## src/core/bbsp_defines.svh

```systemverilog
`ifndef BBSP_DEFINES_SVH
`define BBSP_DEFINES_SVH
// system clock period in ns
`define BBSP_CLK_NS        20
// address and data widths of the memory port
`define BBSP_ADDR_W        15
`define BBSP_DATA_W        8
// read timing in ns
`define BBSP_T_ADDR_ACC_NS 100
`define BBSP_T_CE_ACC_NS   100
`define BBSP_T_OE_ACC_NS   50
`define BBSP_T_CE_FLT_NS   50
`define BBSP_T_OE_FLT_NS   40
// write timing in ns
`define BBSP_T_WR_PULSE_NS 80
`define BBSP_T_DATA_SU_NS  50
`define BBSP_T_DATA_HLD_NS 5
`define BBSP_T_ADDR_HLD_NS 10
`define BBSP_T_CYCLE_NS    100
// least counts round up, at least one cycle
`define BBSP_CYC_UP(ns) ((((ns) + `BBSP_CLK_NS - 1) / `BBSP_CLK_NS) < 1 ? 1 : \
  (((ns) + `BBSP_CLK_NS - 1) / `BBSP_CLK_NS))
`define BBSP_RD_CYC  `BBSP_CYC_UP(`BBSP_T_ADDR_ACC_NS)
`define BBSP_WR_CYC  `BBSP_CYC_UP(`BBSP_T_WR_PULSE_NS)
`define BBSP_HLD_CYC `BBSP_CYC_UP(`BBSP_T_ADDR_HLD_NS)
`define BBSP_FLT_CYC `BBSP_CYC_UP(`BBSP_T_CE_FLT_NS)
`define BBSP_CYC_CYC `BBSP_CYC_UP(`BBSP_T_CYCLE_NS)
`endif

```

## src/core/bbsp_pkg.sv

```systemverilog
`default_nettype none
package bbsp_pkg;
  // host command codes
  typedef enum logic [1:0] {
    BBSP_CMD_READ  = 2'h0,
    BBSP_CMD_WRITE = 2'h1,
    BBSP_CMD_CHECK = 2'h2
  } bbsp_cmd_t;
  // sequencer states, one-hot
  typedef enum logic [6:0] {
    BBSP_IDLE  = 7'h01,
    BBSP_RD    = 7'h02,
    BBSP_WR    = 7'h04,
    BBSP_HOLD  = 7'h08,
    BBSP_FLOAT = 7'h10,
    BBSP_GAP   = 7'h20,
    BBSP_DONE  = 7'h40
  } bbsp_state_t;
endpackage
`default_nettype wire
```

## src/core/bbsp_counter.sv

```systemverilog
`timescale 1ns/1ns
`default_nettype none
module bbsp_counter (
  input  wire logic       sys_clk_in,   // system clock
  input  wire logic       rst_in,       // synchronous reset
  input  wire logic       load_in,      // restart the count
  input  wire logic [3:0] count_in,     // cycles to wait
  output logic            expired_out   // count reached zero
);
  logic [3:0] cnt_r;   // remaining cycles
  logic [3:0] cnt_nxt; // next remaining
  logic       exp_r;   // registered expiry
  logic       exp_nxt; // next expiry

  // count down after a load
  always_comb begin
    cnt_nxt = cnt_r;
    exp_nxt = 1'b0;
    if (load_in) begin
      cnt_nxt = count_in;
    end else if (cnt_r > 4'h1) begin
      cnt_nxt = cnt_r - 4'h1;
    end else if (cnt_r == 4'h1) begin
      cnt_nxt = 4'h0;
      exp_nxt = 1'b1;
    end
  end

  // register the counter
  always_ff @(posedge sys_clk_in) begin
    if (rst_in) begin
      cnt_r <= 4'h0;
      exp_r <= 1'b0;
    end else begin
      cnt_r <= cnt_nxt;
      exp_r <= exp_nxt;
    end
  end

  assign expired_out = exp_r;
endmodule
`default_nettype wire

```

## src/core/bbsp_host.sv

```systemverilog
// Operation
// - hold address through write, then 10 ns
// - data 50 ns before, 5 ns after end
// - strobe 80 ns, cycles 100 ns apart
// - output enable high during writes
`timescale 1ns/1ns
`default_nettype none
`include "bbsp_defines.svh"
module bbsp_host (
  input  wire logic                      sys_clk_in,        // system clock
  input  wire logic                      rst_in,            // synchronous reset
  input  wire logic                      req_valid_in,      // command request
  input  wire bbsp_pkg::bbsp_cmd_t       req_cmd_in,        // command code
  input  wire logic [`BBSP_ADDR_W-1:0]   req_addr_in,       // byte address
  input  wire logic [`BBSP_DATA_W-1:0]   req_wdata_in,      // write data
  output logic                           req_ready_out,     // idle, takes request
  output logic                           rsp_valid_out,     // answer pulse
  output logic [`BBSP_DATA_W-1:0]        rsp_rdata_out,     // read data
  output logic                           rsp_batt_low_out,  // check found low battery
  output logic [`BBSP_ADDR_W-1:0]        address_pins_out,  // memory address
  output logic                           chip_en_n_out,     // chip enable, low active
  output logic                           out_en_n_out,      // output enable, low active
  output logic                           wr_en_n_out,       // write enable, low active
  input  wire logic [`BBSP_DATA_W-1:0]   data_pins_in,      // data pins level
  output logic [`BBSP_DATA_W-1:0]        data_pins_out,     // data pins drive
  output logic                           data_pins_oe_out   // high while host drives
);
  import bbsp_pkg::*;

  // check routine phases
  localparam logic [1:0] PH_READ1 = 2'h0; // first read
  localparam logic [1:0] PH_INV   = 2'h1; // write complement
  localparam logic [1:0] PH_READ2 = 2'h2; // second read
  localparam logic [1:0] PH_REST  = 2'h3; // restore original

  bbsp_state_t               fsm_r, fsm_nxt;       // sequencer state
  logic [`BBSP_ADDR_W-1:0]   addr_r, addr_nxt;     // address pins
  logic [`BBSP_DATA_W-1:0]   wd_r, wd_nxt;         // write data
  logic [`BBSP_DATA_W-1:0]   orig_r, orig_nxt;     // first read value
  logic [`BBSP_DATA_W-1:0]   rd_r, rd_nxt;         // answer data
  logic                      ce_n_r, ce_n_nxt;     // chip enable
  logic                      oe_n_r, oe_n_nxt;     // output enable
  logic                      we_n_r, we_n_nxt;     // write enable
  logic                      doe_r, doe_nxt;       // data drive enable
  logic                      rv_r, rv_nxt;         // answer pulse
  logic                      low_r, low_nxt;       // battery low result
  logic                      chk_r, chk_nxt;       // check routine active
  logic [1:0]                ph_r, ph_nxt;         // check phase
  logic                      is_wr_r, is_wr_nxt;   // current access writes
  logic                      ld;                   // counter load
  logic [3:0]                ld_cnt;               // counter value
  logic                      tmo;                  // counter expired
  logic [`BBSP_DATA_W-1:0]   din_s1_r, din_s2_r;   // data pin synchroniser

  // wait counter for all timed phases
  bbsp_counter u_cnt (
    .sys_clk_in  (sys_clk_in),
    .rst_in      (rst_in),
    .load_in     (ld),
    .count_in    (ld_cnt),
    .expired_out (tmo)
  );

  // start a read or write access on the pins
  // reads add one cycle of margin so the first sync flop never samples
  // on the very edge where the byte turns valid, and one for the sync
  function automatic logic [3:0] acc_cnt(input logic wr);
    acc_cnt = wr ? 4'(`BBSP_WR_CYC) : 4'(`BBSP_RD_CYC + 2);
  endfunction

  // sequencer next state
  always_comb begin
    fsm_nxt = fsm_r;
    addr_nxt = addr_r;
    wd_nxt = wd_r;
    orig_nxt = orig_r;
    rd_nxt = rd_r;
    ce_n_nxt = ce_n_r;
    oe_n_nxt = oe_n_r;
    we_n_nxt = we_n_r;
    doe_nxt = doe_r;
    rv_nxt = 1'b0;
    low_nxt = low_r;
    chk_nxt = chk_r;
    ph_nxt = ph_r;
    is_wr_nxt = is_wr_r;
    ld = 1'b0;
    ld_cnt = 4'h0;
    case (fsm_r)
      BBSP_IDLE: begin
        if (req_valid_in) begin
          addr_nxt = req_addr_in;
          wd_nxt = req_wdata_in;
          chk_nxt = (req_cmd_in == BBSP_CMD_CHECK);
          ph_nxt = PH_READ1;
          is_wr_nxt = (req_cmd_in == BBSP_CMD_WRITE);
          ce_n_nxt = 1'b0;
          we_n_nxt = ~(req_cmd_in == BBSP_CMD_WRITE);
          // output enable kept high for writes
          oe_n_nxt = (req_cmd_in == BBSP_CMD_WRITE);
          // data driven from the strobe start
          doe_nxt = (req_cmd_in == BBSP_CMD_WRITE);
          ld = 1'b1;
          ld_cnt = acc_cnt(req_cmd_in == BBSP_CMD_WRITE);
          fsm_nxt = (req_cmd_in == BBSP_CMD_WRITE) ? BBSP_WR : BBSP_RD;
        end
      end
      BBSP_RD: begin
        // sample after access time plus sync
        if (tmo) begin
          rd_nxt = din_s2_r;
          ce_n_nxt = 1'b1;
          oe_n_nxt = 1'b1;
          ld = 1'b1;
          ld_cnt = 4'(`BBSP_FLT_CYC);
          fsm_nxt = BBSP_FLOAT;
        end
      end
      BBSP_WR: begin
        // strobe held at least 80 ns
        if (tmo) begin
          we_n_nxt = 1'b1;
          ce_n_nxt = 1'b1;
          ld = 1'b1;
          ld_cnt = 4'(`BBSP_HLD_CYC);
          fsm_nxt = BBSP_HOLD;
        end
      end
      BBSP_HOLD: begin
        // address and data held past the edge
        if (tmo) begin
          doe_nxt = 1'b0;
          ld = 1'b1;
          ld_cnt = 4'(`BBSP_CYC_CYC);
          fsm_nxt = BBSP_GAP;
        end
      end
      BBSP_FLOAT: begin
        if (tmo) begin
          ld = 1'b1;
          ld_cnt = 4'(`BBSP_CYC_CYC);
          fsm_nxt = BBSP_GAP;
        end
      end
      BBSP_GAP: begin
        // cycles spaced at least 100 ns
        if (tmo) begin
          fsm_nxt = BBSP_DONE;
        end
      end
      BBSP_DONE: begin
        fsm_nxt = BBSP_IDLE;
        if (!chk_r) begin
          rv_nxt = 1'b1;
        end else begin
          case (ph_r)
            PH_READ1: begin
              orig_nxt = rd_r;
              wd_nxt = ~rd_r;
              ph_nxt = PH_INV;
              is_wr_nxt = 1'b1;
            end
            PH_INV: begin
              ph_nxt = PH_READ2;
              is_wr_nxt = 1'b0;
            end
            PH_READ2: begin
              low_nxt = (rd_r == orig_r);
              wd_nxt = orig_r;
              ph_nxt = PH_REST;
              is_wr_nxt = 1'b1;
            end
            default: begin
              chk_nxt = 1'b0;
              rd_nxt = orig_r;
              rv_nxt = 1'b1;
            end
          endcase
          if (ph_r != PH_REST) begin
            ce_n_nxt = 1'b0;
            we_n_nxt = ~is_wr_nxt;
            oe_n_nxt = is_wr_nxt;
            doe_nxt = is_wr_nxt;
            ld = 1'b1;
            ld_cnt = acc_cnt(is_wr_nxt);
            fsm_nxt = is_wr_nxt ? BBSP_WR : BBSP_RD;
          end
        end
      end
      default: begin
        fsm_nxt = BBSP_IDLE;
      end
    endcase
  end

  // register sequencer and pin drivers
  always_ff @(posedge sys_clk_in) begin
    if (rst_in) begin
      fsm_r <= BBSP_IDLE;
      addr_r <= '0;
      wd_r <= '0;
      orig_r <= '0;
      rd_r <= '0;
      ce_n_r <= 1'b1;
      oe_n_r <= 1'b1;
      we_n_r <= 1'b1;
      doe_r <= 1'b0;
      rv_r <= 1'b0;
      low_r <= 1'b0;
      chk_r <= 1'b0;
      ph_r <= PH_READ1;
      is_wr_r <= 1'b0;
    end else begin
      fsm_r <= fsm_nxt;
      addr_r <= addr_nxt;
      wd_r <= wd_nxt;
      orig_r <= orig_nxt;
      rd_r <= rd_nxt;
      ce_n_r <= ce_n_nxt;
      oe_n_r <= oe_n_nxt;
      we_n_r <= we_n_nxt;
      doe_r <= doe_nxt;
      rv_r <= rv_nxt;
      low_r <= low_nxt;
      chk_r <= chk_nxt;
      ph_r <= ph_nxt;
      is_wr_r <= is_wr_nxt;
    end
  end

  // two-flop synchroniser on data pins
  always_ff @(posedge sys_clk_in) begin
    if (rst_in) begin
      din_s1_r <= '0;
      din_s2_r <= '0;
    end else begin
      din_s1_r <= data_pins_in;
      din_s2_r <= din_s1_r;
    end
  end

  // ready is the registered idle state
  logic rdy_r; // idle flag
  always_ff @(posedge sys_clk_in) begin
    if (rst_in) begin
      rdy_r <= 1'b1;
    end else begin
      rdy_r <= (fsm_nxt == BBSP_IDLE);
    end
  end

  assign req_ready_out    = rdy_r;
  assign rsp_valid_out    = rv_r;
  assign rsp_rdata_out    = rd_r;
  assign rsp_batt_low_out = low_r;
  assign address_pins_out = addr_r;
  assign chip_en_n_out    = ce_n_r;
  assign out_en_n_out     = oe_n_r;
  assign wr_en_n_out      = we_n_r;
  assign data_pins_out    = wd_r;
  assign data_pins_oe_out = doe_r;
endmodule
`default_nettype wire

```

## config.mk

```make
export PLATFORM = sky130hd
export DESIGN_NAME = bbsp_host
export DESIGN_NICKNAME = d
export VERILOG_FILES = /design/src/core/bbsp_pkg.sv /design/src/core/bbsp_counter.sv /design/src/core/bbsp_host.sv
export VERILOG_INCLUDE_DIRS = /design/src /design/src/core
export SDC_FILE = /design/constraint.sdc
export NUM_CORES = 1
export LEC_CHECK = 0
export ABC_AREA = 1
export BUFFER_PORTS_ARGS = -buffer_cell sky130_fd_sc_hd__buf_2
export CORE_ASPECT_RATIO = 0.5
export CORE_MARGIN = 1
export CORE_UTILIZATION = 59
export DETAILED_ROUTE_END_ITERATION = 7
export PLACE_DENSITY_LB_ADDON = 0.15
export SKIP_LAST_GASP = 1
export SLEW_MARGIN = 5
export SYNTH_ARGS = -nofsm -noshare
export SYNTH_HDL_FRONTEND = slang
export SYNTH_SLANG_ARGS = --single-unit
export TNS_END_PERCENT = 100
```

## constraint.sdc

```tcl
create_clock -name sys_clk_in -period 2.83 [get_ports sys_clk_in]
set_clock_uncertainty 0.2 [all_clocks]
set_input_delay 0.566 -clock sys_clk_in [delete_from_list [all_inputs] [get_ports sys_clk_in]]
set_output_delay 0.566 -clock sys_clk_in [all_outputs]
set_load 0.005 [all_outputs]
```

==> run_results.csv <==
group,metric,value,unit
final_layout,drive_above_1_share,0.217,
clock_tree,cts_tree,"yes",
floorplanning,die_x,113,microns
clock_tree,cts.htree.levels,3,
placed_design,dp_hpwl,5.20,mm
setup_path,critPathRequiredTime,2.90,ns
logic_synthesis,ys_ff_latch,78,
clock_tree,cts_buffers,9,
routing,dr_total_vias,3319,
final_layout,syn2layout_area_growth,18.9,%
placed_design,io_buffers,73,
global_routing,overflow,0,
outcome,status,"finished clean",
floorplanning,ioPinCount,74,
sta,report.final.slew_viol_count,0,
setup_path,start_kind,"flop",
routing,first_pass_iters,5,
clock_tree,clk_latency,0.33,ns
placed_design,placed_area,3980,sq um
clock_tree,clockBufferDepth,2,
final_layout,stdcell_area,4300,sq um
placed_design,pre_cts_slack,0.690,ns
setup_path,crit_fanout,18,
sta,setup_violations,0,
logic_synthesis,synth-async-reset-ratio,0,
logic_synthesis,syn-mean-instance-area,7.09,sq um
routing,drt_wl_total,7.63,mm
power,pwr-share-comb,0.195,
logic_synthesis,synth_nets,553,
power,power_frac_clock,0.398,
sta,worst_pin_slew,1.02,ns
power,power_switching,847,uW
logic_synthesis,synth_ff_type,"dfxtp_1",
sta,rsz0062_at_grt,"false",
routing,viasPerCell,5.07,
logic_synthesis,synthCells,510,
final_layout,nFillCells,458,
logic_synthesis,yosys_warnings,0,
clock_tree,postCtsHoldBufs,0,
final_layout,diodes,0,
floorplanning,die_h,57.4,microns
power,leakage,0.00201,uW
floorplanning,rows,19,
global_routing,grt_use_total,0.257,
power,seq_power_share,0.406,
routing,drc,0,
global_routing,grt_pass1_wl,12.8,mm
clock_tree,clk_pin_slew,0.06,ns
logic_synthesis,netlist_area,3620,sq um
sta,period_needed,2.12,ns
logic_synthesis,synth-edff-count,0,
clock_tree,cts_resized,0,
power,intPower,2260,uW
final_layout,final_nets,620,
setup_path,end_kind,"flop",
floorplanning,start_util,0.637,
sta,tns,0,ns
sta,slew_headroom,0.318,
floorplanning,coreArea,5680,sq um
global_routing,grt_max_degree,42,
logic_synthesis,yosysSeqAreaShare,0.432,
floorplanning,fp.dieArea,6470,sq um
final_layout,final_util,0.757,
sta,hold_viol_final,0,
sta,finalWorstSetupSlack,0.711,ns
setup_path,critPathArrivalTime,2.19,ns
power,pwr_density_cell,722,nW/um^2
power,sw_frac_of_total,0.273,
routing,ant_nets,0,
global_routing,grt_antenna_before_repair,0,
clock_tree,cts_sinks,78,
run,maxCapViolations,0,
clock_tree,root_buffer,"clkbuf_16",
routing,drtIter0Drc,223,
clock_tree,cts_setup_buffers,0,
routing,routedWlPerCell,11.7,microns
power,ir_drop,0.581,mV
setup_path,crit_type,"reg -> reg",
placed_design,gp_congestion,0.895,
hold_path,hold_path.class,"reg -> reg",
logic_synthesis,yosys.cell_types.count,34,
sta,period_share,0.749,
global_routing,first_global_vias,2973,
sta,fmax,472,MHz
-- cell families after synthesis --
| group | after synthesis | share of synthesized area |
|---|---|---|
| AND/OR/NAND/NOR | 235 | 0.277 |
| AO/OA/AOI/OAI | 98 | 0.147 |
| buffers and inverters | 83 | 0.0975 |
| flip-flops | 78 | 0.432 |
| XOR/XNOR | 9 | 0.0218 |
| adder cells (fa/ha/maj) | 7 | 0.0242 |
-- placed cells by master (no fill, tap or decap), types with 2 or more instances in the layout --
master	instances
nor3_1	4
o21ai_1	30
nand3_1	17
nand2_1	105
buf_2	73
clkbuf_8	2
bufinv_16	2
nor4_1	3
nor2_1	83
a21oi_1	33
nand3_2	2
xnor2_1	9
clkbuf_16	9
o21ai_4	2
o21ai_0	28
dfxtp_1	78
inv_1	51
nor2_2	6
nand2_2	9
nand4_1	2
inv_2	12
ha_1	7
-- path summary, 6_finish.rpt --
path / start / to / slack [ns] / cells past startpoint
max: ph_r[0]$_SDFFE_PP0P_ / data_pins_oe_out$_SDFFE_PP0P_ / 0.71 / 10
min: din_s1_r[4]$_SDFF_PP0_ / din_s2_r[4]$_SDFF_PP0_ / 0.20 / 2
max reg2reg: ph_r[0]$_SDFFE_PP0P_ / data_pins_oe_out$_SDFFE_PP0P_ / 0.71 / 10
min reg2reg: din_s1_r[4]$_SDFF_PP0_ / din_s2_r[4]$_SDFF_PP0_ / 0.20 / 2
-- power by group through the flow --
stage | Clock [uW] | Combinational, uW | Sequential [uW]
detailed placement | 0 | 601 | 1280
finish | 1240 | 606 | 1260
global placement | 0 | 588 | 1280
CTS | 1260 | 608 | 1260
floorplan | 0 | 447 | 1280
global route | 1300 | 705 | 1270
-- layout make-up --
class | count | area (sq um) | share of cell area
Clock buffer | 12 | 256 | 0.0597
Clock inverter | 3 | 67.6 | 0.0157
Inverter | 65 | 246 | 0.0573
Multi-Input combinational cell | 349 | 1700 | 0.396
Sequential cell | 78 | 1560 | 0.363
Tap cell | 73 | 91.3 | 0.0212
Timing Repair Buffer | 74 | 373 | 0.0867
-- cell usage after synthesis (2+ instances only) --
cell,count,area (sq um)
nor4_1,3,18.8
a21oi_1,33,165
nand3_2,2,20.0
nand4_1,2,12.5
buf_6,4,45.0
dfxtp_1,78,1560
nand2_2,9,56.3
o21ai_4,2,32.5
ha_1,7,87.6
o21ai_0,28,140
nor2_2,6,37.5
nor3_1,4,20.0
inv_1,51,191
xnor2_1,9,78.8
nor2_1,83,312
clkbuf_1,8,30.0
o21ai_1,30,150
nand2_1,105,394
nand3_1,17,85.1
buf_2,4,20.0
inv_2,12,45.0
-- worst max-delay path: stages, from the launching register on --
cell and delay [ns]:
dfxtp_1 0.36, inv_1 0.12, ha_1 0.48, nor2_1 0.12, nand2_1 0.07, o21ai_0 0.14, o21ai_4 0.23, o21ai_1 0.10
nand2_1 0.07, nand2_1 0.05, nor2_1 0.10
-- per-layer routing --
layer	routed length (microns)	vias to the layer above	track usage
met5	0	-	0
met4	98	0	0.103
met3	585	10	0.0871
met2	3330	117	0.430
met1	3610	1451	0.311
li1	-	1741	-
-- per-stage QoR --
step	hold WS, ns	std cells	power, uW
2_1_floorplan	0.188	510	1730
3_3_place_gp	0.190	639	1870
3_5_place_dp	0.193	639	1880
4_1_cts	0.199	654	3130
5_1_grt	0.208	654	3280
6_report	0.198	654	3100
-- registers in the layout (all words and copies together) (netlist names), 2 cells and up --
signal / count
orig_r: 8
fsm_r: 7
rsp_rdata_out: 8
ph_r: 2
din_s2_r: 8
din_s1_r: 8
u_cnt.cnt_r: 4
address_pins_out: 15
data_pins_out: 8
Power figures use the tool's default switching activity.
